File: config.mk
export PLATFORM = sky130hd
export DESIGN_NAME = cpu_address_map_and_fetch
export DESIGN_NICKNAME = d
export VERILOG_FILES = /design/src/logic/cpu_address_map_and_fetch.v /design/src/logic/reg_bank_file.v /design/src/logic/addr_region_decode.v
export VERILOG_INCLUDE_DIRS = /design/src /design/src/include
export SDC_FILE = /design/constraint.sdc
export NUM_CORES = 2
export LEC_CHECK = 0
export ABC_AREA = 1
export BUFFER_PORTS_ARGS = -buffer_cell sky130_fd_sc_hd__buf_2
export CAP_MARGIN = 40
export CORE_AREA = 2 2 614 311
export CTS_CLUSTER_SIZE = 8
export DETAILED_ROUTE_END_ITERATION = 8
export DIE_AREA = 0 0 616 313
export GPL_ROUTABILITY_DRIVEN = 1
export SLEW_MARGIN = 20
export SYNTH_ARGS = -nofsm -noshare
export SYNTH_HDL_FRONTEND = slang
export SYNTH_SLANG_ARGS = --single-unit
File: constraint.sdc
create_clock -name core_clk -period 5.43 [get_ports core_clk]
set_input_delay 0.8145 -clock core_clk [delete_from_list [all_inputs] [get_ports core_clk]]
set_output_delay 0.8145 -clock core_clk [all_outputs]
set_load 0.005 [all_outputs]
File: src/include/addr_map_defines.vh
/*
 address map, vector table locations, timing counts for the fetch and
 address-map block. assumes nothing; definitions only.
*/
`ifndef ADDR_MAP_DEFINES_VH
`define ADDR_MAP_DEFINES_VH
// ------------------------------------------------------------
// address regions
// ------------------------------------------------------------
`define ROM_BASE_SMALL 16'h8000
`define ROM_BASE_LARGE 16'h4000
`define RAM_BASE 16'h0040
`define RAM_END_SMALL 16'h043F
`define RAM_END_LARGE 16'h083F
`define BANK_END 16'h00BF
`define SFR_END 16'h003F
`define DIRECT_END 16'h00FF
`define IO2_BASE 16'h0F80
`define IO2_END 16'h0FFF
// ------------------------------------------------------------
// vector tables at the top of program memory
// ------------------------------------------------------------
`define RESET_VEC_HI 16'hFFFF
`define RESET_VEC_LO 16'hFFFE
`define INT_VEC_BASE 16'hFFE0
`define CALL_VEC_BASE 16'hFFC0
`define PAGE_BASE 16'hFF00
// ------------------------------------------------------------
// pc behaviour and timing
// ------------------------------------------------------------
`define PREFETCH_AHEAD 16'h0002
`define TRAP_RESET_NS 1000
`define CLK_PERIOD_NS 40
`define TRAP_RESET_CYCLES ((`TRAP_RESET_NS + `CLK_PERIOD_NS - 1) / `CLK_PERIOD_NS)
`endif

File: src/logic/cpu_address_map_and_fetch.v
/*
 program counter, fetch control and address map of the 8-bit core.
 assumes a rom array that answers one cycle after the address, a data
 ram outside, and an execution unit that sends one-cycle jump commands.
*/
// What this block does
// RL1 - one 16-bit address space of 64 KB
// RL2 - io registers memory mapped in two regions
// RL3 - read-only byte rom at top, 32K/48K
// RL4 - top 32 bytes hold reset/interrupt vectors
// RL5 - vector call reads table below interrupt vectors
// RL6 - page call targets top 256-byte page
// RL7 - fetch byte from rom at current pc
// RL8 - jump targets wrap, no page boundaries
// RL9 - short jump: opcode address plus two plus d5
// RL10 - byte jump: sign-extended d8 added to pc
// RL11 - absolute jump loads full 16-bit target
// RL12 - constant reads and pc plus accumulator mode
// RL13 - reset loads pc from two top bytes
// RL14 - visible pc is instruction address plus two
// RL15 - data ram from 0x40, 1K or 2K
// RL16 - first 256 addresses directly addressable
// RL17 - banks alias lowest 128 ram bytes, live
// RL18 - fetch from ram causes address-trap reset
// RL19 - reset pin driven low during trap reset
// RL20 - 16 banks of eight bytes, pairs addressable
// RL21 - trap checked on fetch address, before effects
`timescale 1ns/1ps
`include "addr_map_defines.vh"
module cpu_address_map_and_fetch #(
	parameter TRAP_CYCLES = `TRAP_RESET_CYCLES
) (
	input wire core_clk,
	input wire rst_n,
	input wire large_variant,
	input wire [7:0] rom_data,
	input wire fetch_req,
	input wire short_rel_jump,
	input wire byte_rel_jump,
	input wire abs_jump,
	input wire vector_call,
	input wire page_call,
	input wire cond_ok,
	input wire [7:0] jump_disp,
	input wire [15:0] jump_target,
	input wire [3:0] call_index,
	input wire [7:0] page_offset,
	input wire data_rd,
	input wire data_pc_acc,
	input wire [15:0] data_addr,
	input wire [7:0] acc_value,
	input wire bank_we,
	input wire [3:0] bank_sel,
	input wire [2:0] bank_reg,
	input wire [7:0] bank_wdata,
	input wire [7:0] ram_rdata,
	input wire reset_pin_in,
	output reg [15:0] rom_addr,
	output reg [15:0] pc_out,
	output reg [7:0] opcode,
	output reg opcode_valid,
	output reg [7:0] data_rdata,
	output reg data_valid,
	output reg [15:0] pair_value,
	output reg core_reset,
	output reg reset_pin_out,
	output reg reset_pin_oe_n
);
	// ------------------------------------------------------------
	// states
	// ------------------------------------------------------------
	localparam ST_VEC_LO = 3'd0; // read low byte of a vector
	localparam ST_VEC_HI = 3'd1; // read high byte of a vector
	localparam ST_VEC_LD = 3'd2; // combine bytes into pc
	localparam ST_RUN = 3'd3; // normal fetching
	localparam ST_TRAP = 3'd4; // address-trap reset held
	localparam ST_DATA = 3'd5; // data read returns
	localparam ST_FETCH = 3'd6; // fetch returns
	localparam ST_DATA_WAIT = 3'd7; // rom answers a cycle after the address

	reg [2:0] state_q, state_d;
	reg [15:0] pc_q, pc_d; // next fetch address
	reg [15:0] vaddr_q, vaddr_d; // vector being read
	reg [7:0] vlo_q, vlo_d; // low byte latched
	reg [15:0] trap_cnt_q, trap_cnt_d; // trap hold counter
	reg data_bank_q, data_bank_d; // data read came from bank overlay
	reg data_rom_q, data_rom_d; // data read came from rom
	reg boot_q, boot_d; // vector load is a restart, not a vector call
	reg pin_s1_q, pin_s2_q, pin_s3_q; // reset pin synchroniser
	reg pin_low_q; // filtered reset pin level

	wire fetch_rom, fetch_ram, fetch_bank, fetch_sfr, fetch_io2, fetch_dir;
	wire data_is_rom, data_is_ram, data_is_bank, data_is_sfr, data_is_io2, data_is_dir;
	wire [7:0] bank_rdata;
	reg [15:0] data_eff; // effective data address
	reg [6:0] bank_raddr; // bank overlay read index

	// ------------------------------------------------------------
	// decoders
	// ------------------------------------------------------------
	// fetch side decode checks the opcode fetch address itself
	addr_region_decode u_fetch_dec (
		.addr(pc_q),
		.large_variant(large_variant),
		.is_rom(fetch_rom),
		.is_ram(fetch_ram),
		.is_bank(fetch_bank),
		.is_sfr(fetch_sfr),
		.is_io2(fetch_io2),
		.is_direct(fetch_dir)
	);
	// data side decode
	addr_region_decode u_data_dec (
		.addr(data_eff),
		.large_variant(large_variant),
		.is_rom(data_is_rom),
		.is_ram(data_is_ram),
		.is_bank(data_is_bank),
		.is_sfr(data_is_sfr),
		.is_io2(data_is_io2),
		.is_direct(data_is_dir)
	);

	// ------------------------------------------------------------
	// register banks overlaid on ram
	// ------------------------------------------------------------
	// bank index: sel*8 + reg; data reads use low 7 bits past base
	always @* begin
		// table lookups add the accumulator to the visible pc, two ahead
		data_eff = data_pc_acc ? (pc_q + `PREFETCH_AHEAD + {8'h00, acc_value}) : data_addr; // RL12 RL14
		// only a data read steers the overlay port, else the pair select holds it
		bank_raddr = (data_rd && data_is_bank) ? data_eff[6:0] - 7'h40 : {bank_sel, bank_reg}; // RL17
	end

	reg_bank_file #(.AW(7)) u_banks (
		.core_clk(core_clk),
		.we(bank_we),
		.waddr({bank_sel, bank_reg}), // RL20
		.wdata(bank_wdata),
		.raddr(bank_raddr),
		.rdata(bank_rdata)
	);

	// ------------------------------------------------------------
	// reset pin synchroniser, three stages
	// ------------------------------------------------------------
	// external low on the pin also resets the core
	always @(posedge core_clk or negedge rst_n) begin
		if (!rst_n) begin
			pin_s1_q <= 1'b1;
			pin_s2_q <= 1'b1;
			pin_s3_q <= 1'b1;
			pin_low_q <= 1'b0;
		end else begin
			pin_s1_q <= reset_pin_in;
			pin_s2_q <= pin_s1_q;
			pin_s3_q <= pin_s2_q;
			if (pin_s2_q == pin_s3_q) begin
				pin_low_q <= ~pin_s3_q;
			end
		end
	end

	// ------------------------------------------------------------
	// next-state logic
	// ------------------------------------------------------------
	always @* begin
		state_d = state_q;
		pc_d = pc_q;
		vaddr_d = vaddr_q;
		vlo_d = vlo_q;
		trap_cnt_d = trap_cnt_q;
		data_bank_d = data_bank_q;
		data_rom_d = data_rom_q;
		boot_d = boot_q;
		case (state_q)
			ST_VEC_LO: begin
				// rom_addr shows vaddr; data back next cycle
				state_d = ST_VEC_HI;
			end
			ST_VEC_HI: begin
				vlo_d = rom_data;
				state_d = ST_VEC_LD;
			end
			ST_VEC_LD: begin
				pc_d = {rom_data, vlo_q}; // RL13
				state_d = ST_RUN;
			end
			ST_RUN: begin
				if (short_rel_jump && cond_ok) begin
					// displacement counts from the visible pc, two ahead of pc_q
					pc_d = pc_q + `PREFETCH_AHEAD + {11'h000, jump_disp[4:0]}; // RL9 RL8 RL14
				end else if (byte_rel_jump && cond_ok) begin
					pc_d = pc_q + `PREFETCH_AHEAD + {{8{jump_disp[7]}}, jump_disp}; // RL10 RL8
				end else if (abs_jump) begin
					pc_d = jump_target; // RL11
				end else if (vector_call) begin
					vaddr_d = `CALL_VEC_BASE + {11'h000, call_index, 1'b0}; // RL5
					boot_d = 1'b0;
					state_d = ST_VEC_LO;
				end else if (page_call) begin
					pc_d = `PAGE_BASE + {8'h00, page_offset}; // RL6
				end else if (fetch_req) begin
					if (fetch_ram) begin
						// trap before the fetched byte is used
						trap_cnt_d = 16'h0000;
						state_d = ST_TRAP; // RL18 RL21
					end else begin
						state_d = ST_FETCH; // RL7
					end
				end else if (data_rd) begin
					data_bank_d = data_is_bank;
					data_rom_d = data_is_rom;
					state_d = ST_DATA_WAIT; // RL12
				end
			end
			ST_FETCH: begin
				pc_d = pc_q + 16'h0001;
				state_d = ST_RUN;
			end
			ST_DATA_WAIT: begin
				// address is at the array, byte comes next cycle
				state_d = ST_DATA;
			end
			ST_DATA: begin
				state_d = ST_RUN;
			end
			ST_TRAP: begin
				if (trap_cnt_q >= TRAP_CYCLES[15:0] - 16'h0001) begin
					vaddr_d = `RESET_VEC_LO;
					state_d = ST_VEC_LO; // RL13
					boot_d = 1'b1;
				end else begin
					trap_cnt_d = trap_cnt_q + 16'h0001;
				end
			end
			default: begin
				state_d = ST_VEC_LO;
				boot_d = 1'b1;
				vaddr_d = `RESET_VEC_LO;
			end
		endcase
		// external reset pin restarts from the reset vector
		if (pin_low_q && state_q != ST_TRAP) begin
			vaddr_d = `RESET_VEC_LO;
			boot_d = 1'b1;
			state_d = ST_VEC_LO;
		end
	end

	// ------------------------------------------------------------
	// state registers
	// ------------------------------------------------------------
	always @(posedge core_clk or negedge rst_n) begin
		if (!rst_n) begin
			state_q <= ST_VEC_LO;
			pc_q <= 16'h0000;
			vaddr_q <= `RESET_VEC_LO;
			vlo_q <= 8'h00;
			trap_cnt_q <= 16'h0000;
			data_bank_q <= 1'b0;
			data_rom_q <= 1'b0;
			boot_q <= 1'b1;
		end else begin
			state_q <= state_d;
			pc_q <= pc_d;
			vaddr_q <= vaddr_d;
			vlo_q <= vlo_d;
			trap_cnt_q <= trap_cnt_d;
			data_bank_q <= data_bank_d;
			data_rom_q <= data_rom_d;
			boot_q <= boot_d;
		end
	end

	// ------------------------------------------------------------
	// registered outputs
	// ------------------------------------------------------------
	// rom address: vector bytes, data address or pc
	always @(posedge core_clk or negedge rst_n) begin
		if (!rst_n) begin
			rom_addr <= `RESET_VEC_LO;
			pc_out <= 16'h0000;
			opcode <= 8'h00;
			opcode_valid <= 1'b0;
			data_rdata <= 8'h00;
			data_valid <= 1'b0;
			pair_value <= 16'h0000;
			core_reset <= 1'b1;
			reset_pin_out <= 1'b0;
			reset_pin_oe_n <= 1'b0;
		end else begin
			if (state_d == ST_VEC_LO) begin
				rom_addr <= vaddr_d;
			end else if (state_d == ST_VEC_HI) begin
				rom_addr <= vaddr_q + 16'h0001; // RL4
			end else if (state_d == ST_DATA_WAIT) begin
				rom_addr <= data_eff; // RL1
			end else if (state_d == ST_DATA) begin
				// hold the data address while the array answers
				rom_addr <= rom_addr;
			end else begin
				rom_addr <= pc_d; // RL7
			end
			pc_out <= pc_q + `PREFETCH_AHEAD; // RL14
			opcode_valid <= (state_q == ST_FETCH);
			if (state_q == ST_FETCH) begin
				opcode <= rom_data;
			end
			data_valid <= (state_q == ST_DATA);
			// live bank contents win over the ram array; overlay byte lands a cycle early
			if (state_q == ST_DATA_WAIT && data_bank_q) begin
				data_rdata <= bank_rdata; // RL17
			end else if (state_q == ST_DATA && !data_bank_q) begin
				data_rdata <= data_rom_q ? rom_data : ram_rdata; // RL12
			end
			pair_value <= {pair_value[7:0], bank_rdata}; // RL20
			// a vector call walks the same states but must not reset the core
			core_reset <= (boot_d && ((state_d == ST_VEC_LO) || (state_d == ST_VEC_HI) ||
				(state_d == ST_VEC_LD))) || (state_d == ST_TRAP);
			reset_pin_out <= 1'b0;
			reset_pin_oe_n <= (state_d != ST_TRAP); // RL19
		end
	end
endmodule

File: src/logic/reg_bank_file.v
/*
 general register banks: 16 banks of 8 bytes overlaid on low ram.
 assumes a single writer port and registered read data.
*/
`timescale 1ns/1ps
module reg_bank_file #(
	parameter AW = 7
) (
	input wire core_clk,
	input wire we,
	input wire [AW-1:0] waddr,
	input wire [7:0] wdata,
	input wire [AW-1:0] raddr,
	output reg [7:0] rdata
);
	// ------------------------------------------------------------
	// storage, no reset: contents are unstable at power up
	// ------------------------------------------------------------
	reg [7:0] mem [0:(1<<AW)-1];
	// write and registered read on one edge; a same-address read returns the old byte
	always @(posedge core_clk) begin
		if (we) begin
			mem[waddr] <= wdata;
		end
		rdata <= mem[raddr];
	end
endmodule

File: src/logic/addr_region_decode.v
/*
 pure address decoder for the 64 KB space.
 assumes the variant select is stable during operation.
*/
`timescale 1ns/1ps
`include "addr_map_defines.vh"
module addr_region_decode (
	input wire [15:0] addr,
	input wire large_variant,
	output wire is_rom,
	output wire is_ram,
	output wire is_bank,
	output wire is_sfr,
	output wire is_io2,
	output wire is_direct
);
	// ------------------------------------------------------------
	// region compares
	// ------------------------------------------------------------
	wire [15:0] rom_base = large_variant ? `ROM_BASE_LARGE : `ROM_BASE_SMALL;
	wire [15:0] ram_end = large_variant ? `RAM_END_LARGE : `RAM_END_SMALL;
	assign is_rom = (addr >= rom_base); // RL3
	assign is_ram = (addr >= `RAM_BASE) && (addr <= ram_end); // RL15
	assign is_bank = (addr >= `RAM_BASE) && (addr <= `BANK_END); // RL17
	assign is_sfr = (addr <= `SFR_END); // RL2
	assign is_io2 = (addr >= `IO2_BASE) && (addr <= `IO2_END); // RL2
	assign is_direct = (addr <= `DIRECT_END); // RL16
endmodule

==> flow_summary.yaml <==
run_status:
  status: "completed"
detailed_routing:
  vias: 41660
  wl_per_cell_um: 21.53
  dr.first_iter.drc_count: 5977
  drc: 0
  detail-route-antenna-nets: 0
  first_pass_iters: 6
  vias_per_cell: 4.857
  wirelength_um: 184600
yosys:
  yosysWarningCount: 0
  ys.flop_type: "edfxtp_1"
  synth.yosys.seq_area_share: 0.6354
  synth-edff-count: 1024
  synth_top_area_share: 0.5695
  async_reset_ff_frac: 0.1149
  synthTopCellsByArea: "edfxtp_1, nand2_1, nand3_1"
  yosysTopAreaCell: "edfxtp_1"
  netlist_instances: 5640
  syn_area_sq_um: 53990
  synth_seq_cells: 1166
  synth_nets: 5782
  synth_area_per_cell_sq_um: 9.573
  ys_types: 56
global_route:
  grt_pass1_wl_um: 262700
  grtUsageTotal: 0.1842
  grt_overflow: 0
  antenna_found_initial: 14
  first_global_vias: 37680
  grt_max_degree: 129
finish:
  final_common_cell: "nand2_1"
  stdcell_area_sq_um: 64390
  fin_cells: 8576
  drive_above_1_share: 0.1201
  area_growth_pct: 19.26
  nets: 6120
  fillers: 18910
  final_cell_mix: "nand2_1, inv_1, edfxtp_1"
pwr:
  power_frac_clock: 0.405
  vdd_drop_max_uv: 215.5
  p_int_mw: 16.90
  power_mw: 23.80
  swShare: 0.2897
  power_frac_comb: 0.163
  power.density_nw_per_um2: 369.5
  p_sw_mw: 6.894
  power_frac_seq: 0.432
  power_leakage_nw: 27.47
timing:
  max_freq_mhz: 191.7
  worst_slew_pin_slew_ns: 1.290
  fin_skew_ns: 0.08722
  finalCritPeriodShare: 0.9605
  fin_crit_ns: 5.215
  final-hold-violation-count: 0
  drv_slew: 0
  setup_viol: 0
  relSlewSlack: 0.1398
  rsz0062_at_grt: "no"
place:
  dpl.cell_count: 8283
  hpwl_um: 124000
  port_buffers: 172
  dpl-instance-area_sq_um: 58980
  gp_congestion: 0.9970
worst_setup_path:
  timing.rr.start: "pc_q[4]$_DFF_PN0_"
  critPathMaxFanout: 25
  critPathSlowestCell: "dfrtp_1"
  r2r_cells: 31
  reg2reg_setup_slack_ns: 0.21
  cp_data_arrival_time_ns: 5.96
  cp_common_cell: "nand2_1"
  cp.required_ns: 6.17
  startpoint_type: "register"
  max_stage_delay_ns: 0.47
  worstSetupPathType: "register to register"
  worstSetupEndpointType: "register"
  r2r_end: "u_banks.rdata[1]$_DFF_P_"
die:
  pin_count: 174
  die_w_um: 616
  start_util: 0.2873
  core_sq_um: 187900
  num_rows: 113
  die-area_sq_um: 192800
  die_y_um: 313
clocking:
  cts.clk_slew.worst_paths_ns: 0.06
  cts_max_level: 4
  cts_tree: "done"
  cts_buffer_depth: 4
  numClockSinks: 1166
  insertion_delay_ns: 0.81
  numCtsBuffers: 172
  root_buffer: "clkbuf_16"
job:
  maxCapViolCount: 0
min_path:
  hold_path_end: "pin_s1_q$_DFF_PN1_"
  whs_path_depth: 1
  hold_class: "input pin to register"
  hold_start: "reset_pin_in"
==> power groups by stage <==
stage | combinational (mW) | clock, mW | sequential (mW)
after detailed placement | 3.63 | 0 | 10.4
after floorplan | 1.90 | 0 | 10.3
after CTS | 3.65 | 9.76 | 10.3
after global placement | 3.64 | 0 | 10.4
final | 3.89 | 9.63 | 10.3
after global routing | 4.15 | 10.2 | 10.3
==> logic make-up after synthesis <==
logic type | count (synthesis) | synth area share
AND/OR/NAND/NOR | 2820 | 0.2249
AO/OA/AOI/OAI | 263 | 0.02913
other | 1 | 0.00006946
multiplexers | 1 | 0.0001854
adder cells (fa/ha/maj) | 37 | 0.008852
buffers and inverters | 1329 | 0.09768
flip-flops | 1166 | 0.6354
XOR/XNOR | 23 | 0.003731
==> worst max path at each step <==
stage,from,endpoint,slack [ns],cells past startpoint
after floorplan,pc_q[2]$_DFF_PN0_,u_banks.rdata[2]$_DFF_P_,1.36,30
after global placement,pc_q[2]$_DFF_PN0_,u_banks.rdata[0]$_DFF_P_,-0.09,28
after detailed placement,pc_q[1]$_DFF_PN0_,u_banks.rdata[3]$_DFF_P_,0.02,32
after CTS,pc_q[1]$_DFF_PN0_,u_banks.rdata[3]$_DFF_P_,0.04,32
after global routing,pc_q[1]$_DFF_PN0_,u_banks.rdata[6]$_DFF_P_,0.004,30
final,pc_q[4]$_DFF_PN0_,u_banks.rdata[1]$_DFF_P_,0.21,31
==> per-layer routing <==
| layer | part of all wire | track usage | up-vias |
|---|---|---|---|
| li1 | - | - | 19010 |
| met1 | 0.48 | 0.2950 | 20090 |
| met2 | 0.35 | 0.2132 | 2347 |
| met3 | 0.16 | 0.09048 | 206 |
| met4 | 0.013 | 0.02951 | 6 |
| met5 | 0.0013 | 0 | - |
==> cells in the mapped netlist (all sizes together), types with 20 or more instances <==
library cell / number
a21oi: 73
buf: 205
clkbuf: 57
dfrtp: 99
dfstp: 35
edfxtp: 1024
ha: 35
inv: 1060
nand2: 1452
nand3: 1024
nor2: 275
nor3: 30
o211ai: 34
o21ai: 89
xor2: 20
==> registers in the layout (all words and copies together) (netlist names), 3 cells and up <==
name / cells
u_banks.mem: 1024
pair_value: 16
vaddr_q: 16
vlo_q: 8
pc_q: 16
trap_cnt_q: 16
state_q: 3
pc_out: 16
rom_addr: 16
opcode: 8
u_banks.rdata: 8
data_rdata: 8
==> final cells by class <==
class / count / area (sq um) / area share
flip-flops and latches: 1166 / 34310 / 0.5328
repair buffers: 426 / 3620 / 0.05622
clock buffers: 226 / 4528 / 0.07032
clock inverters: 9 / 83.83 / 0.001302
well taps: 2530 / 3166 / 0.04916
inverters: 1067 / 4011 / 0.06230
diodes: 7 / 17.52 / 0.0002720
multi-input cells: 3145 / 14650 / 0.2276
==> worst max-delay path: cells and delay by family, from the launching register on <==
family	cells	cell delay, ns
AND/OR/NAND/NOR	21	2.61
buffers and inverters	6	0.98
adder cells (fa/ha/maj)	1	0.36
XOR/XNOR	1	0.24
AO/OA/AOI/OAI	2	0.49
flip-flops	1	0.47
==> timing repair <==
action | in CTS | in global routing
setup endpoints to repair | 1 | 8
gates cloned | 0 | 3
setup buffers | 0 | 7
hold endpoints to repair | 0 | 12
pin swaps | 0 | 4
hold buffers | 0 | 1
gates resized for setup | 1 | 46
==> stage by stage <==
step,hold slack [ns],utilization,setup WS (ns),setup TNS [ns]
floorplan,0.3323,-,1.359,0
global placement,0.3526,0.3131,-0.09294,-0.3275
detailed placement,0.3560,0.3139,0.02113,0
CTS,0.1034,0.3385,0.03831,0
global route,0.1290,0.3426,0.004369,0
finish,0.1605,0.3427,0.2145,0
No activity file was read; power rests on OpenSTA's default activity.
